**src/verilog/dsr_pkg.sv**
```systemverilog
/*
 dsr_pkg: offsets, field positions, reset values and codes of the device status register bank.
 assumes: an 8-bit register port with byte offsets, used by the status bank; the testbench uses literal offsets.
*/
// Operation
// revision register shows a 4-bit revision in bits 3:0, bits 7:4 zero
// link state field reports idle, establishing, startup, pre-operate, operate; resets idle
// link state field never shows a code above operate
// regulator fault set on overcurrent, output below seventy percent, or hiccup
// regulator power good only in steady normal operation without fault
// receive level follows line level, ttl option and line inversion
// receive level reads zero while the receiver is disabled
// aux input level bit follows the aux input pin
// external clock fail only with clock pin input and external clock selected
// aux output fault bit follows the aux driver fault
// line driver fault bit follows the line driver fault
// supply undervoltage sets below falling threshold, clears above rising threshold
// monitored input bit is one while the monitored input is low
// thermal warning bit is one while the die is above warning threshold
// service buffer bit shows buffer readable by host; resets to zero
// writes to read-only registers change nothing; unused bits read zero
package dsr_pkg;

   // register offsets
   localparam logic [7:0] OFS_REVISION  = 8'h01;
   localparam logic [7:0] OFS_LINK      = 8'h02;
   localparam logic [7:0] OFS_DEV_ONE   = 8'h03;
   localparam logic [7:0] OFS_DEV_TWO   = 8'h04;
   localparam logic [7:0] OFS_ISDU      = 8'h05;
   localparam logic [7:0] OFS_CTRL      = 8'h10;
   localparam logic [7:0] OFS_IRQ_STAT  = 8'h11;
   localparam logic [7:0] OFS_IRQ_CLR   = 8'h12;
   localparam logic [7:0] OFS_IRQ_EN    = 8'h13;

   // link layer state codes
   localparam logic [2:0] LINK_IDLE        = 3'h0;
   localparam logic [2:0] LINK_ESTABLISH   = 3'h1;
   localparam logic [2:0] LINK_STARTUP     = 3'h2;
   localparam logic [2:0] LINK_PRE_OPERATE = 3'h3;
   localparam logic [2:0] LINK_OPERATE     = 3'h4;

   // device status one bit positions
   localparam int B1_REG_FAULT = 5;
   localparam int B1_REG_GOOD  = 4;
   localparam int B1_RX_LEVEL  = 1;
   localparam int B1_AUX_LEVEL = 0;

   // device status two bit positions
   localparam int B2_EXT_CLK   = 6;
   localparam int B2_AUX_FAULT = 5;
   localparam int B2_LINE_FLT  = 4;
   localparam int B2_UNDERVOLT = 3;
   localparam int B2_MON_LOW   = 2;
   localparam int B2_THERMAL   = 1;

   // interrupt status bit positions
   localparam int EV_LINK_CHANGE = 0;
   localparam int EV_BUFFER      = 1;

   // synchronised pin inputs
   localparam int SY_LINE_CMP  = 0;
   localparam int SY_LINE_TTL  = 1;
   localparam int SY_AUX_IN    = 2;
   localparam int SY_REG_OC    = 3;
   localparam int SY_REG_LOW   = 4;
   localparam int SY_REG_HIC   = 5;
   localparam int SY_REG_STDY  = 6;
   localparam int SY_CLK_BAD   = 7;
   localparam int SY_AUX_FLT   = 8;
   localparam int SY_LINE_FLT  = 9;
   localparam int SY_UV_FALL   = 10;
   localparam int SY_UV_RISE   = 11;
   localparam int SY_MON_LOW   = 12;
   localparam int SY_TEMP_WARN = 13;
   localparam int SY_WIDTH     = 14;

   // reset values
   localparam logic [7:0] RST_BYTE = 8'h00;
   localparam logic [4:0] RST_CTRL = 5'h00;

   typedef struct packed {
      logic ext_clock_sel;
      logic clock_dir;
      logic rx_disable;
      logic inversion;
      logic ttl_option;
   } dsr_ctrl_t;

endpackage

```
**src/verilog/dsr_sync_if.sv**
```systemverilog
/*
 dsr_sync_if: raw pin levels into the synchroniser and their clocked copies back.
 assumes: one clock domain on the receiving side.
*/
`timescale 1ns/1ps
`default_nettype none
interface dsr_sync_if #(parameter int W = 1);
   logic [W-1:0] async_in;
   logic [W-1:0] sync_out;
   modport owner  (output async_in, input sync_out);
   modport syncer (input async_in, output sync_out);
endinterface
`default_nettype wire
```
**src/verilog/dsr_status_regs.sv**
```systemverilog
/*
 dsr_status_regs: read-only identification and status bank with control and interrupt registers.
 assumes: host port with one-cycle strobes; status conditions arrive as pin levels from analog blocks;
 link state and buffer flag come from logic on clk_sys.
*/
`timescale 1ns/1ps
`default_nettype none
module dsr_status_regs #(
   parameter logic [3:0] REVISION = 4'h5  // value arbitrary
) (
   input  wire logic       clk_sys,                    // system clock, 10 MHz
   input  wire logic       reset_n,                    // asynchronous reset, active low
   input  wire logic [7:0] addr,                       // register offset
   input  wire logic [7:0] wr_data,                    // write data
   input  wire logic       wr_strobe,                  // write strobe
   input  wire logic       rd_strobe,                  // read strobe
   output logic      [7:0] rd_data,                    // read data, cycle after strobe
   output logic            irq,                        // interrupt level
   input  wire logic [2:0] link_layer_state,           // present link state
   input  wire logic       service_buffer_available,   // isdu buffer readable
   input  wire logic       line_level_cmp,             // line pin comparator level
   input  wire logic       line_level_ttl,             // line pin ttl level
   input  wire logic       aux_input_pin,              // aux digital input pin
   input  wire logic       reg_overcurrent,            // regulator overcurrent or overload
   input  wire logic       reg_below_setpoint,         // regulator output under 70 percent
   input  wire logic       reg_hiccup,                 // regulator in hiccup mode
   input  wire logic       reg_steady,                 // regulator in steady state
   input  wire logic       ext_clock_bad,              // clock pin missing or wrong rate
   input  wire logic       aux_driver_fault,           // aux driver overcurrent or thermal
   input  wire logic       line_driver_fault_in,       // line driver overcurrent or thermal
   input  wire logic       supply_below_fall,          // field supply under falling threshold
   input  wire logic       supply_above_rise,          // field supply over rising threshold
   input  wire logic       monitor_below,              // monitored input under threshold
   input  wire logic       temp_above_warn,            // die above warning threshold
   output logic            receive_output_level,       // receive output level
   output logic            aux_input_logic_level,      // aux input output level
   output logic            master_clock_direction,     // clock pin direction setting
   output logic            external_clock_select       // external clock selected
);

   typedef struct packed {
      logic [2:0]        link;
      logic [7:0]        dev1;
      logic [7:0]        dev2;
      logic              isdu;
      dsr_pkg::dsr_ctrl_t ctrl;
      logic [7:0]        irq_stat;
      logic [7:0]        irq_en;
      logic [7:0]        rd_data;
      logic              irq;
   } dsr_state_t;

   dsr_state_t st_r;
   dsr_state_t st_nxt;
   logic [1:0] rst_sync_r;
   logic       rst_n;

   // reset release through two flops
   always_ff @(posedge clk_sys or negedge reset_n) begin
      if (!reset_n) begin
         rst_sync_r <= 2'h0;
      end else begin
         rst_sync_r <= {rst_sync_r[0], 1'b1};
      end
   end
   assign rst_n = rst_sync_r[1];

   dsr_sync_if #(.W(dsr_pkg::SY_WIDTH)) sif ();

   assign sif.async_in = {temp_above_warn, monitor_below, supply_above_rise, supply_below_fall,
                          line_driver_fault_in, aux_driver_fault, ext_clock_bad, reg_steady,
                          reg_hiccup, reg_below_setpoint, reg_overcurrent, aux_input_pin,
                          line_level_ttl, line_level_cmp};

   dsr_sync #(.W(dsr_pkg::SY_WIDTH)) u_sync (
      .clk_sys (clk_sys),
      .rst_n   (rst_n),
      .bus     (sif.syncer)
   );

   function automatic logic [7:0] read_mux(input logic [7:0] a, input dsr_state_t s);
      logic [7:0] v;
      v = 8'h00;
      case (a)
         dsr_pkg::OFS_REVISION: v = {4'h0, REVISION};
         dsr_pkg::OFS_LINK:     v = {5'h00, s.link};
         dsr_pkg::OFS_DEV_ONE:  v = s.dev1;
         dsr_pkg::OFS_DEV_TWO:  v = s.dev2;
         dsr_pkg::OFS_ISDU:     v = {7'h00, s.isdu};
         dsr_pkg::OFS_CTRL:     v = {3'h0, s.ctrl};
         dsr_pkg::OFS_IRQ_STAT: v = s.irq_stat;
         dsr_pkg::OFS_IRQ_EN:   v = s.irq_en;
         default:               v = 8'h00;
      endcase
      return v;
   endfunction

   always_comb begin
      logic [dsr_pkg::SY_WIDTH-1:0] s;
      logic                         rx_sel;
      logic [7:0]                   ev;
      logic [7:0]                   clr;
      s      = sif.sync_out;
      rx_sel = 1'b0;
      ev     = 8'h00;
      clr    = 8'h00;
      st_nxt = st_r;

      // device status one, unused bits zero
      st_nxt.dev1 = 8'h00;
      st_nxt.dev1[dsr_pkg::B1_REG_FAULT] = s[dsr_pkg::SY_REG_OC] | s[dsr_pkg::SY_REG_LOW] |
                                           s[dsr_pkg::SY_REG_HIC];
      st_nxt.dev1[dsr_pkg::B1_REG_GOOD] = s[dsr_pkg::SY_REG_STDY] &
                                          ~st_nxt.dev1[dsr_pkg::B1_REG_FAULT];
      rx_sel = st_r.ctrl.ttl_option ? s[dsr_pkg::SY_LINE_TTL] : s[dsr_pkg::SY_LINE_CMP];
      st_nxt.dev1[dsr_pkg::B1_RX_LEVEL] = ~st_r.ctrl.rx_disable &
                                          (rx_sel ^ st_r.ctrl.inversion);
      st_nxt.dev1[dsr_pkg::B1_AUX_LEVEL] = s[dsr_pkg::SY_AUX_IN];

      // device status two
      st_nxt.dev2 = 8'h00;
      st_nxt.dev2[dsr_pkg::B2_EXT_CLK] = ~st_r.ctrl.clock_dir & st_r.ctrl.ext_clock_sel &
                                         s[dsr_pkg::SY_CLK_BAD];
      st_nxt.dev2[dsr_pkg::B2_AUX_FAULT] = s[dsr_pkg::SY_AUX_FLT];
      st_nxt.dev2[dsr_pkg::B2_LINE_FLT] = s[dsr_pkg::SY_LINE_FLT];
      if (s[dsr_pkg::SY_UV_FALL]) begin
         st_nxt.dev2[dsr_pkg::B2_UNDERVOLT] = 1'b1;
      end else if (s[dsr_pkg::SY_UV_RISE]) begin
         st_nxt.dev2[dsr_pkg::B2_UNDERVOLT] = 1'b0;
      end else begin
         st_nxt.dev2[dsr_pkg::B2_UNDERVOLT] = st_r.dev2[dsr_pkg::B2_UNDERVOLT];
      end
      st_nxt.dev2[dsr_pkg::B2_MON_LOW] = s[dsr_pkg::SY_MON_LOW];
      st_nxt.dev2[dsr_pkg::B2_THERMAL] = s[dsr_pkg::SY_TEMP_WARN];

      // invalid link codes keep the last valid state
      if (link_layer_state <= dsr_pkg::LINK_OPERATE) begin
         st_nxt.link = link_layer_state;
      end
      st_nxt.isdu = service_buffer_available;

      // events: link change, buffer ready, rising status two faults
      ev[dsr_pkg::EV_LINK_CHANGE] = (st_nxt.link != st_r.link);
      ev[dsr_pkg::EV_BUFFER]      = st_nxt.isdu & ~st_r.isdu;
      ev[7:2] = st_nxt.dev2[6:1] & ~st_r.dev2[6:1];

      // only own registers take writes
      if (wr_strobe) begin
         case (addr)
            dsr_pkg::OFS_CTRL:    st_nxt.ctrl = wr_data[4:0];
            dsr_pkg::OFS_IRQ_EN:  st_nxt.irq_en = wr_data;
            dsr_pkg::OFS_IRQ_CLR: clr = wr_data;
            default:              clr = 8'h00;
         endcase
      end
      // set wins over clear
      st_nxt.irq_stat = (st_r.irq_stat & ~clr) | ev;
      st_nxt.irq      = |(st_nxt.irq_stat & st_nxt.irq_en);
      st_nxt.rd_data  = rd_strobe ? read_mux(addr, st_r) : 8'h00;
   end

   always_ff @(posedge clk_sys or negedge rst_n) begin
      if (!rst_n) begin
         st_r          <= '0;
         st_r.link     <= dsr_pkg::LINK_IDLE;
         st_r.dev1     <= dsr_pkg::RST_BYTE;
         st_r.dev2     <= dsr_pkg::RST_BYTE;
         st_r.isdu     <= 1'b0;
         st_r.ctrl     <= dsr_pkg::RST_CTRL;
         st_r.irq_stat <= dsr_pkg::RST_BYTE;
         st_r.irq_en   <= dsr_pkg::RST_BYTE;
         st_r.rd_data  <= dsr_pkg::RST_BYTE;
      end else begin
         st_r <= st_nxt;
      end
   end

   assign rd_data                = st_r.rd_data;
   assign irq                    = st_r.irq;
   assign receive_output_level   = st_r.dev1[dsr_pkg::B1_RX_LEVEL];
   assign aux_input_logic_level  = st_r.dev1[dsr_pkg::B1_AUX_LEVEL];
   assign master_clock_direction = st_r.ctrl.clock_dir;
   assign external_clock_select  = st_r.ctrl.ext_clock_sel;

   // checks
   property p_rev_read;
      @(posedge clk_sys) disable iff (!rst_n)
      rd_strobe && addr == dsr_pkg::OFS_REVISION |=> rd_data == {4'h0, REVISION};
   endproperty
   a_rev_read: assert property (p_rev_read) else $error("revision read wrong");

   property p_link_follow;
      @(posedge clk_sys) disable iff (!rst_n)
      link_layer_state <= dsr_pkg::LINK_OPERATE |=> st_r.link == $past(link_layer_state);
   endproperty
   a_link_follow: assert property (p_link_follow) else $error("link state not followed");

   property p_link_legal;
      @(posedge clk_sys) disable iff (!rst_n)
      rd_strobe && addr == dsr_pkg::OFS_LINK |=> rd_data <= {5'h00, dsr_pkg::LINK_OPERATE};
   endproperty
   a_link_legal: assert property (p_link_legal) else $error("illegal link code read");

   property p_link_hold;
      @(posedge clk_sys) disable iff (!rst_n)
      link_layer_state > dsr_pkg::LINK_OPERATE |=> $stable(st_r.link);
   endproperty
   a_link_hold: assert property (p_link_hold) else $error("illegal link code taken");

   property p_good_fault;
      @(posedge clk_sys) disable iff (!rst_n)
      st_r.dev1[dsr_pkg::B1_REG_FAULT] |-> !st_r.dev1[dsr_pkg::B1_REG_GOOD];
   endproperty
   a_good_fault: assert property (p_good_fault) else $error("power good with fault");

   property p_reg_fault;
      @(posedge clk_sys) disable iff (!rst_n)
      reg_hiccup [*3] |=> st_r.dev1[dsr_pkg::B1_REG_FAULT];
   endproperty
   a_reg_fault: assert property (p_reg_fault) else $error("hiccup not reported");

   property p_rx_disabled;
      @(posedge clk_sys) disable iff (!rst_n)
      st_r.ctrl.rx_disable |=> !receive_output_level;
   endproperty
   a_rx_disabled: assert property (p_rx_disabled) else $error("receive level while disabled");

   property p_rx_invert;
      @(posedge clk_sys) disable iff (!rst_n)
      !st_r.ctrl.rx_disable && !st_r.ctrl.ttl_option && st_r.ctrl.inversion && line_level_cmp [*4]
      |=> !receive_output_level;
   endproperty
   a_rx_invert: assert property (p_rx_invert) else $error("inversion not applied");

   property p_aux_level;
      @(posedge clk_sys) disable iff (!rst_n)
      aux_input_pin [*4] |=> aux_input_logic_level;
   endproperty
   a_aux_level: assert property (p_aux_level) else $error("aux level not followed");

   property p_ext_clk;
      @(posedge clk_sys) disable iff (!rst_n)
      !st_r.ctrl.ext_clock_sel |=> !st_r.dev2[dsr_pkg::B2_EXT_CLK];
   endproperty
   a_ext_clk: assert property (p_ext_clk) else $error("clock fail with internal clock");

   property p_uv_hyst;
      @(posedge clk_sys) disable iff (!rst_n)
      !supply_below_fall && !supply_above_rise [*4] |=> $stable(st_r.dev2[dsr_pkg::B2_UNDERVOLT]);
   endproperty
   a_uv_hyst: assert property (p_uv_hyst) else $error("undervoltage moved inside band");

   property p_uv_set;
      @(posedge clk_sys) disable iff (!rst_n)
      supply_below_fall [*4] |=> st_r.dev2[dsr_pkg::B2_UNDERVOLT];
   endproperty
   a_uv_set: assert property (p_uv_set) else $error("undervoltage not set");

   property p_buffer;
      @(posedge clk_sys) disable iff (!rst_n)
      rd_strobe && addr == dsr_pkg::OFS_ISDU ##1 1'b1 |-> rd_data == {7'h00, $past(st_r.isdu)};
   endproperty
   a_buffer: assert property (p_buffer) else $error("buffer bit read wrong");

   property p_ro_write;
      @(posedge clk_sys) disable iff (!rst_n)
      wr_strobe && addr == dsr_pkg::OFS_DEV_TWO |=> st_r.ctrl == $past(st_r.ctrl)
         && st_r.irq_en == $past(st_r.irq_en);
   endproperty
   a_ro_write: assert property (p_ro_write) else $error("read-only write had effect");

   property p_unmapped;
      @(posedge clk_sys) disable iff (!rst_n)
      rd_strobe && addr > dsr_pkg::OFS_IRQ_EN |=> rd_data == 8'h00;
   endproperty
   a_unmapped: assert property (p_unmapped) else $error("unmapped read not zero");

   property p_set_wins;
      @(posedge clk_sys) disable iff (!rst_n)
      st_nxt.link != st_r.link && wr_strobe && addr == dsr_pkg::OFS_IRQ_CLR
      |=> st_r.irq_stat[dsr_pkg::EV_LINK_CHANGE];
   endproperty
   a_set_wins: assert property (p_set_wins) else $error("event lost on clear");

   property p_irq_level;
      @(posedge clk_sys) disable iff (!rst_n)
      irq |-> |(st_r.irq_stat & st_r.irq_en);
   endproperty
   a_irq_level: assert property (p_irq_level) else $error("interrupt without enabled cause");

   property p_good_steady;
      @(posedge clk_sys) disable iff (!rst_n)
      reg_steady && !reg_overcurrent && !reg_below_setpoint && !reg_hiccup [*4]
      |=> st_r.dev1[dsr_pkg::B1_REG_GOOD];
   endproperty
   a_good_steady: assert property (p_good_steady) else $error("power good missing");

   property p_rx_ttl;
      @(posedge clk_sys) disable iff (!rst_n)
      !st_r.ctrl.rx_disable && st_r.ctrl.ttl_option && !st_r.ctrl.inversion && line_level_ttl [*4]
      |=> receive_output_level;
   endproperty
   a_rx_ttl: assert property (p_rx_ttl) else $error("ttl level not followed");

   property p_ext_clk_set;
      @(posedge clk_sys) disable iff (!rst_n)
      !st_r.ctrl.clock_dir && st_r.ctrl.ext_clock_sel && ext_clock_bad [*4]
      |=> st_r.dev2[dsr_pkg::B2_EXT_CLK];
   endproperty
   a_ext_clk_set: assert property (p_ext_clk_set) else $error("clock fail not reported");

   property p_aux_fault;
      @(posedge clk_sys) disable iff (!rst_n)
      aux_driver_fault [*4] |=> st_r.dev2[dsr_pkg::B2_AUX_FAULT];
   endproperty
   a_aux_fault: assert property (p_aux_fault) else $error("aux fault not reported");

   property p_line_fault;
      @(posedge clk_sys) disable iff (!rst_n)
      line_driver_fault_in [*4] |=> st_r.dev2[dsr_pkg::B2_LINE_FLT];
   endproperty
   a_line_fault: assert property (p_line_fault) else $error("line fault not reported");

   property p_mon_low;
      @(posedge clk_sys) disable iff (!rst_n)
      monitor_below [*4] |=> st_r.dev2[dsr_pkg::B2_MON_LOW];
   endproperty
   a_mon_low: assert property (p_mon_low) else $error("monitored input low not reported");

   property p_thermal;
      @(posedge clk_sys) disable iff (!rst_n)
      temp_above_warn [*4] |=> st_r.dev2[dsr_pkg::B2_THERMAL];
   endproperty
   a_thermal: assert property (p_thermal) else $error("thermal warning not reported");

   property p_isdu_follow;
      @(posedge clk_sys) disable iff (!rst_n)
      1'b1 |=> st_r.isdu == $past(service_buffer_available);
   endproperty
   a_isdu_follow: assert property (p_isdu_follow) else $error("buffer bit not followed");

   c_operate:  cover property (@(posedge clk_sys) disable iff (!rst_n)
                               st_r.link == dsr_pkg::LINK_OPERATE);
   c_irq:      cover property (@(posedge clk_sys) disable iff (!rst_n) $rose(irq));
   c_rx_high:  cover property (@(posedge clk_sys) disable iff (!rst_n) $rose(receive_output_level));
   c_uv:       cover property (@(posedge clk_sys) disable iff (!rst_n)
                               $rose(st_r.dev2[dsr_pkg::B2_UNDERVOLT]));
endmodule
`default_nettype wire

```
**src/verilog/dsr_sync.sv**
```systemverilog
/*
 dsr_sync: two flip-flop synchroniser bank of parameterised width.
 assumes: inputs are asynchronous levels; reset already synchronised.
*/
`timescale 1ns/1ps
`default_nettype none
module dsr_sync #(
   parameter int W = 1
) (
   input  wire logic   clk_sys,  // system clock
   input  wire logic   rst_n,    // synchronised reset, active low
   dsr_sync_if.syncer  bus       // raw levels in, synced levels out
);
   if (W < 1) begin : g_chk
      $error("dsr_sync width must be at least one");
   end

   typedef struct packed {
      logic [W-1:0] s1;
      logic [W-1:0] s2;
   } dsr_sync_st_t;

   dsr_sync_st_t st_r;
   dsr_sync_st_t st_nxt;

   always_comb begin
      st_nxt    = st_r;
      st_nxt.s1 = bus.async_in;
      st_nxt.s2 = st_r.s1;
   end

   always_ff @(posedge clk_sys or negedge rst_n) begin
      if (!rst_n) begin
         st_r <= '0;
      end else begin
         st_r <= st_nxt;
      end
   end

   assign bus.sync_out = st_r.s2;
endmodule
`default_nettype wire

```
**config.mk**
```make
export PLATFORM = sky130hd
export DESIGN_NAME = dsr_status_regs
export DESIGN_NICKNAME = d
export VERILOG_FILES = /design/src/verilog/dsr_pkg.sv /design/src/verilog/dsr_sync_if.sv /design/src/verilog/dsr_status_regs.sv /design/src/verilog/dsr_sync.sv
export SDC_FILE = /design/constraint.sdc
export NUM_CORES = 1
export LEC_CHECK = 0
export BUFFER_PORTS_ARGS = -buffer_cell sky130_fd_sc_hd__buf_4
export CAP_MARGIN = 0
export CORE_UTILIZATION = 28
export DETAILED_ROUTE_END_ITERATION = 8
export SYNTH_ARGS = -nofsm -noshare
export SYNTH_HDL_FRONTEND = slang
export SYNTH_SLANG_ARGS = --single-unit
```
**constraint.sdc**
```tcl
create_clock -name clk_sys -period 7 [get_ports clk_sys]
set_input_delay 2.1 -clock clk_sys [delete_from_list [all_inputs] [get_ports clk_sys]]
set_output_delay 2.1 -clock clk_sys [all_outputs]
set_load 0.01 [all_outputs]
```
# After elaboration in Yosys (flattened, before gate mapping)
# Cells that the tools add are included.
word_totals:
  inputBits: 38
  wordCells: 57
  ff_bits: 74
  output_inout_bits: 13
op_classes:
  n_reduce_logical: 2
  muxes: 10
  bitwise: 18
  n_eq_ne: 10
  n_lt_le_gt_ge: 1
op_table:
  columns: ["op", "count"]
  rows:
  - ["$pmux 8 s8", 1]
  - ["$mux 8", 5]
  - ["$eq 8x5->1 const B", 4]
  - ["$and 8x8->8", 2]
  - ["$eq 8x2->1 const B", 2]
  - ["$eq 8x3->1 const B", 2]
  - ["$eq 8x1->1 const B", 1]
  - ["$not 8->8", 1]
  - ["$or 8x8->8", 1]
  - ["$reduce_or 8->1", 1]
  - ["$and 6x6->6", 1]
  - ["$not 6->6", 1]
  - ["$and 1x1->1", 5]
  - ["$not 1->1", 4]
  - ["$le 3x3->1 const B", 1]
  - ["$mux 1", 3]
  - ["$mux 3", 1]
  - ["$ne 3x3->1", 1]
  - ["$or 1x1->1", 2]
  - ["$reduce_and 2->1", 1]
  - ["$xor 1x1->1", 1]

# Depth between registers and ports, before layout
depth:
  depth_word: 8
  ltp_mapped: 6
  ltp_nobuf: 5

# Modules after synthesis
# From an unflattened synthesis, not the netlist that was laid out.
hier_totals:
  hier_cells: 226
  hier_area_um2: 2860.2
by_module_without_submodules:
  columns: ["module", "n_inst", "area_per_inst_um2", "cells_each", "seq_area_each_um2"]
  rows:
  - ["dsr_status_regs", 1, 2159.6, 198, 1151.1]
  - ["dsr_sync", 1, 700.7, 28, 700.7]

# Worst setup path after synthesis
# Ideal clock, no wire load.
synth_timing:
  path_type: "input to register"
  startpoint: "input port addr[5]"
  endpoint: "register st_r (netlist bit external_clock_select)"
  arrival_time_ns: 3.679
  slack_ns: 3.196
  setup_ns: 0.125
  required_ns: 6.875
  path_stages: 5
  path_buffers: 0
  cell_sequence: "or4b_4 -> or3_4 -> nor3_4 -> nand2_4 -> mux2_4"
synth_between:
  elab_chain_len: 2
synth_lines:
  columns: ["element", "line", "rtl"]
  rows:
  - ["start, declared", "dsr_status_regs.sv:13", "input wire logic [7:0] addr,"]
  - ["$eq 8x5->1", "dsr_status_regs.sv:149", "case (addr)"]
  - ["$reduce_and 2->1 (no line)", null, null]
  - ["end signal, assigned", "dsr_status_regs.sv:174", "st_r <= st_nxt;"]
  - ["end, declared", "dsr_status_regs.sv:53", "dsr_state_t st_r;"]
# No other way between the ends.
# A chain may end at the register's enable or synchronous reset.

==> reports/results.tsv <==
metric	value	unit
area_growth	22.7	%
r2r_end	irq	
route.met3.wl	380	µm
start_kind	input pin	
post_cts_buffers	0	
hold-worst-slack	0.341	ns
cp-endpoint	irq	
ir_drop	0.0939	mV
holdBufCountCts	0	
cts.reportedPaths.clkPinSlew	0.08	ns
grt_max_degree	73	
slew_headroom	26.3	%
ff2ff_path_depth	4	
ant_nets	0	
ys_seq_area_share	63.3	%
diodes	0	
routedWlPerCell	15.1	µm
htreeDepth	3	
r2r_setup_slack	5.18	ns
clkLatencyLatePin	0.34	ns
fin_crit_sh	61.1	%
cts_buffers	9	
timing.rr.start	st_r[48]	
ys_warn_count	0	
cts_resized	0	
first_global_vias	1960	
finalSetupViolCount	0	
hold_viol	0	
met2WireLength	2830	µm
gr-usage-all-layers	12.4	%
dieArea	0.0109	mm²
ys_ff_latch	74	
start_util	29.4	%
gp_congestion	0.790	
fp.dieH	104	µm
grt-ovfl-total	0	
die_x	104	µm
critPathRequiredTime	7.21	ns
synth_common_cells	dfrtp_1 (74), inv_1 (15), buf_4 (10), nand2_1 (10)	
synth_cell_type_count	53	
slew_violations	0	
grt_setup_unrepaired	no	
wl_met1	2820	µm
leakage	1.65	nW
totalWireLength	6150	µm
min_period	4.28	ns
synthFlopType	dfrtp_1	
worstSetupPathType	in -> reg	
clock_skew	0.0150	ns
drt_pass1_iterations	4	
cts_tree	done	
yosysMostFrequentCell	dfrtp_1	
drive_gt1_share	30.9	%
fin_setup_tns	0	ns
crit_fanout	12	
fmax	0.234	GHz
clockBufferDepth	2	
synthesis.nets	261	
core_area	0.00995	mm²
antenna_found_initial	0	
hold_class	reg -> reg	
async_flop_share	100	%
syn_area	0.00293	mm²
floorplan.rows	36	
avgSynthCellArea	13.1	µm²
drc	0	
grt_pass1_wl	10300	µm
drv_cap	0	
tightest_slew	1.10	ns
clockRootBuffer	clkbuf_8	
maxUsedRoutingLayer	met4	
synth_edf_count	0	
arrival	4.49	ns
ios	51	
synth_top_area_share	63.3	%
port_buffers	50	
dpl.hpwl	4340	µm
vias	1914	
power_density	243	mW/mm²
dr.first_iter.drc_count	89	
crit_start	addr[5]	
synthTopCellsByArea	dfrtp_1 (63%), buf_4 (2.6%), mux2_4 (2.6%)	
synth_cells	223	
viasPerCell	4.69	
endpoint_kind	flop	
clock_sinks	74	
status	complete, no violations	
synth_top_cell_by_area	dfrtp_1	
final_nets	309	
cell usage in the layout (no fill, tap or decap), drive strengths merged, types with 4 or more instances in the layout:
master / count
a21oi: 9
a222oi: 4
clkbuf: 10
a22oi: 8
buf: 51
o31ai: 4
mux2: 9
nand2: 11
nand4: 8
o2bb2ai: 4
inv: 15
dfrtp: 74
nor2b: 5
nor2: 9
logic make-up (layout without fill, tap and decap cells):
logic type | count (synthesis) | after routing | share of synthesized area (%)
DFF | 74 | 74 | 63.3
and+or+nand+nor | 57 | 57 | 13.5
AOI/OAI and AO/OA | 47 | 47 | 12.0
buffers and inverters | 29 | 81 | 5.09
muxes | 12 | 12 | 5.13
xor gates and xnor gates | 3 | 3 | 0.898
other | 1 | 1 | 0.128
worst min path at each step:
stage	startpoint	to	slack [ns]	depth (start not counted)
floorplan	u_sync.bus.sync_out[2]	aux_input_logic_level	0.33	0
global placement	u_sync.bus.sync_out[2]	aux_input_logic_level	0.33	0
detailed placement	u_sync.bus.sync_out[2]	aux_input_logic_level	0.33	0
CTS	u_sync.st_nxt[9]	u_sync.bus.sync_out[9]	0.35	0
global route	u_sync.st_nxt[4]	u_sync.bus.sync_out[4]	0.36	0
finish	u_sync.st_nxt[2]	u_sync.bus.sync_out[2]	0.34	0
worst max-delay path: stages:
cell     delay, ns
buf_4         0.12
nor4b_2       0.94
nand3_2       0.28
mux2_2        0.36
a22o_1        0.22
or4_1         0.47
sequential cells by signal, indices dropped and copies added (netlist names):
register	count
st_r	31
u_sync.bus.sync_out	14
u_sync.st_nxt	14
rd_data	8
rst_sync_r	2
aux_input_logic_level	1
external_clock_select	1
irq	1
master_clock_direction	1
receive_output_level	1
power breakdown:
group	total [W]	switching [W]	internal, W	leakage [nW]
registers	0.000457	0.0000105	0.000446	0.889
clock network	0.000350	0.000152	0.000198	0.0984
logic	0.0000651	0.0000334	0.0000317	0.660
layer usage:
metal / up-vias / global-route usage, %
li1: 901 / -
met1: 944 / 16.2
met2: 59 / 18.5
met3: 10 / 4.57
met4: 0 / 5.00
met5: - / 0
through the flow:
stage	total power (W)	utilization, %	instance area (µm²)	worst slack, ns	cells
floorplan	0.000496	-	2930	3.20	223
global placement	0.000531	34.0	3380	2.39	393
detailed placement	0.000532	34.0	3380	2.36	393
CTS	0.000886	36.1	3590	2.73	408
global route	0.000914	36.1	3590	2.50	408
finish	0.000872	36.1	3590	2.72	408
layout make-up:
type,count,area [µm²]
sequential,74,1850
multi-input combinational,120,926
fill,966,6360
clock inverter,5,80.1
inverter,15,56.3
clock buffer,10,128
tap,133,166
timing repair buffer,51,383
No activity file was read; power rests on OpenSTA's default activity.
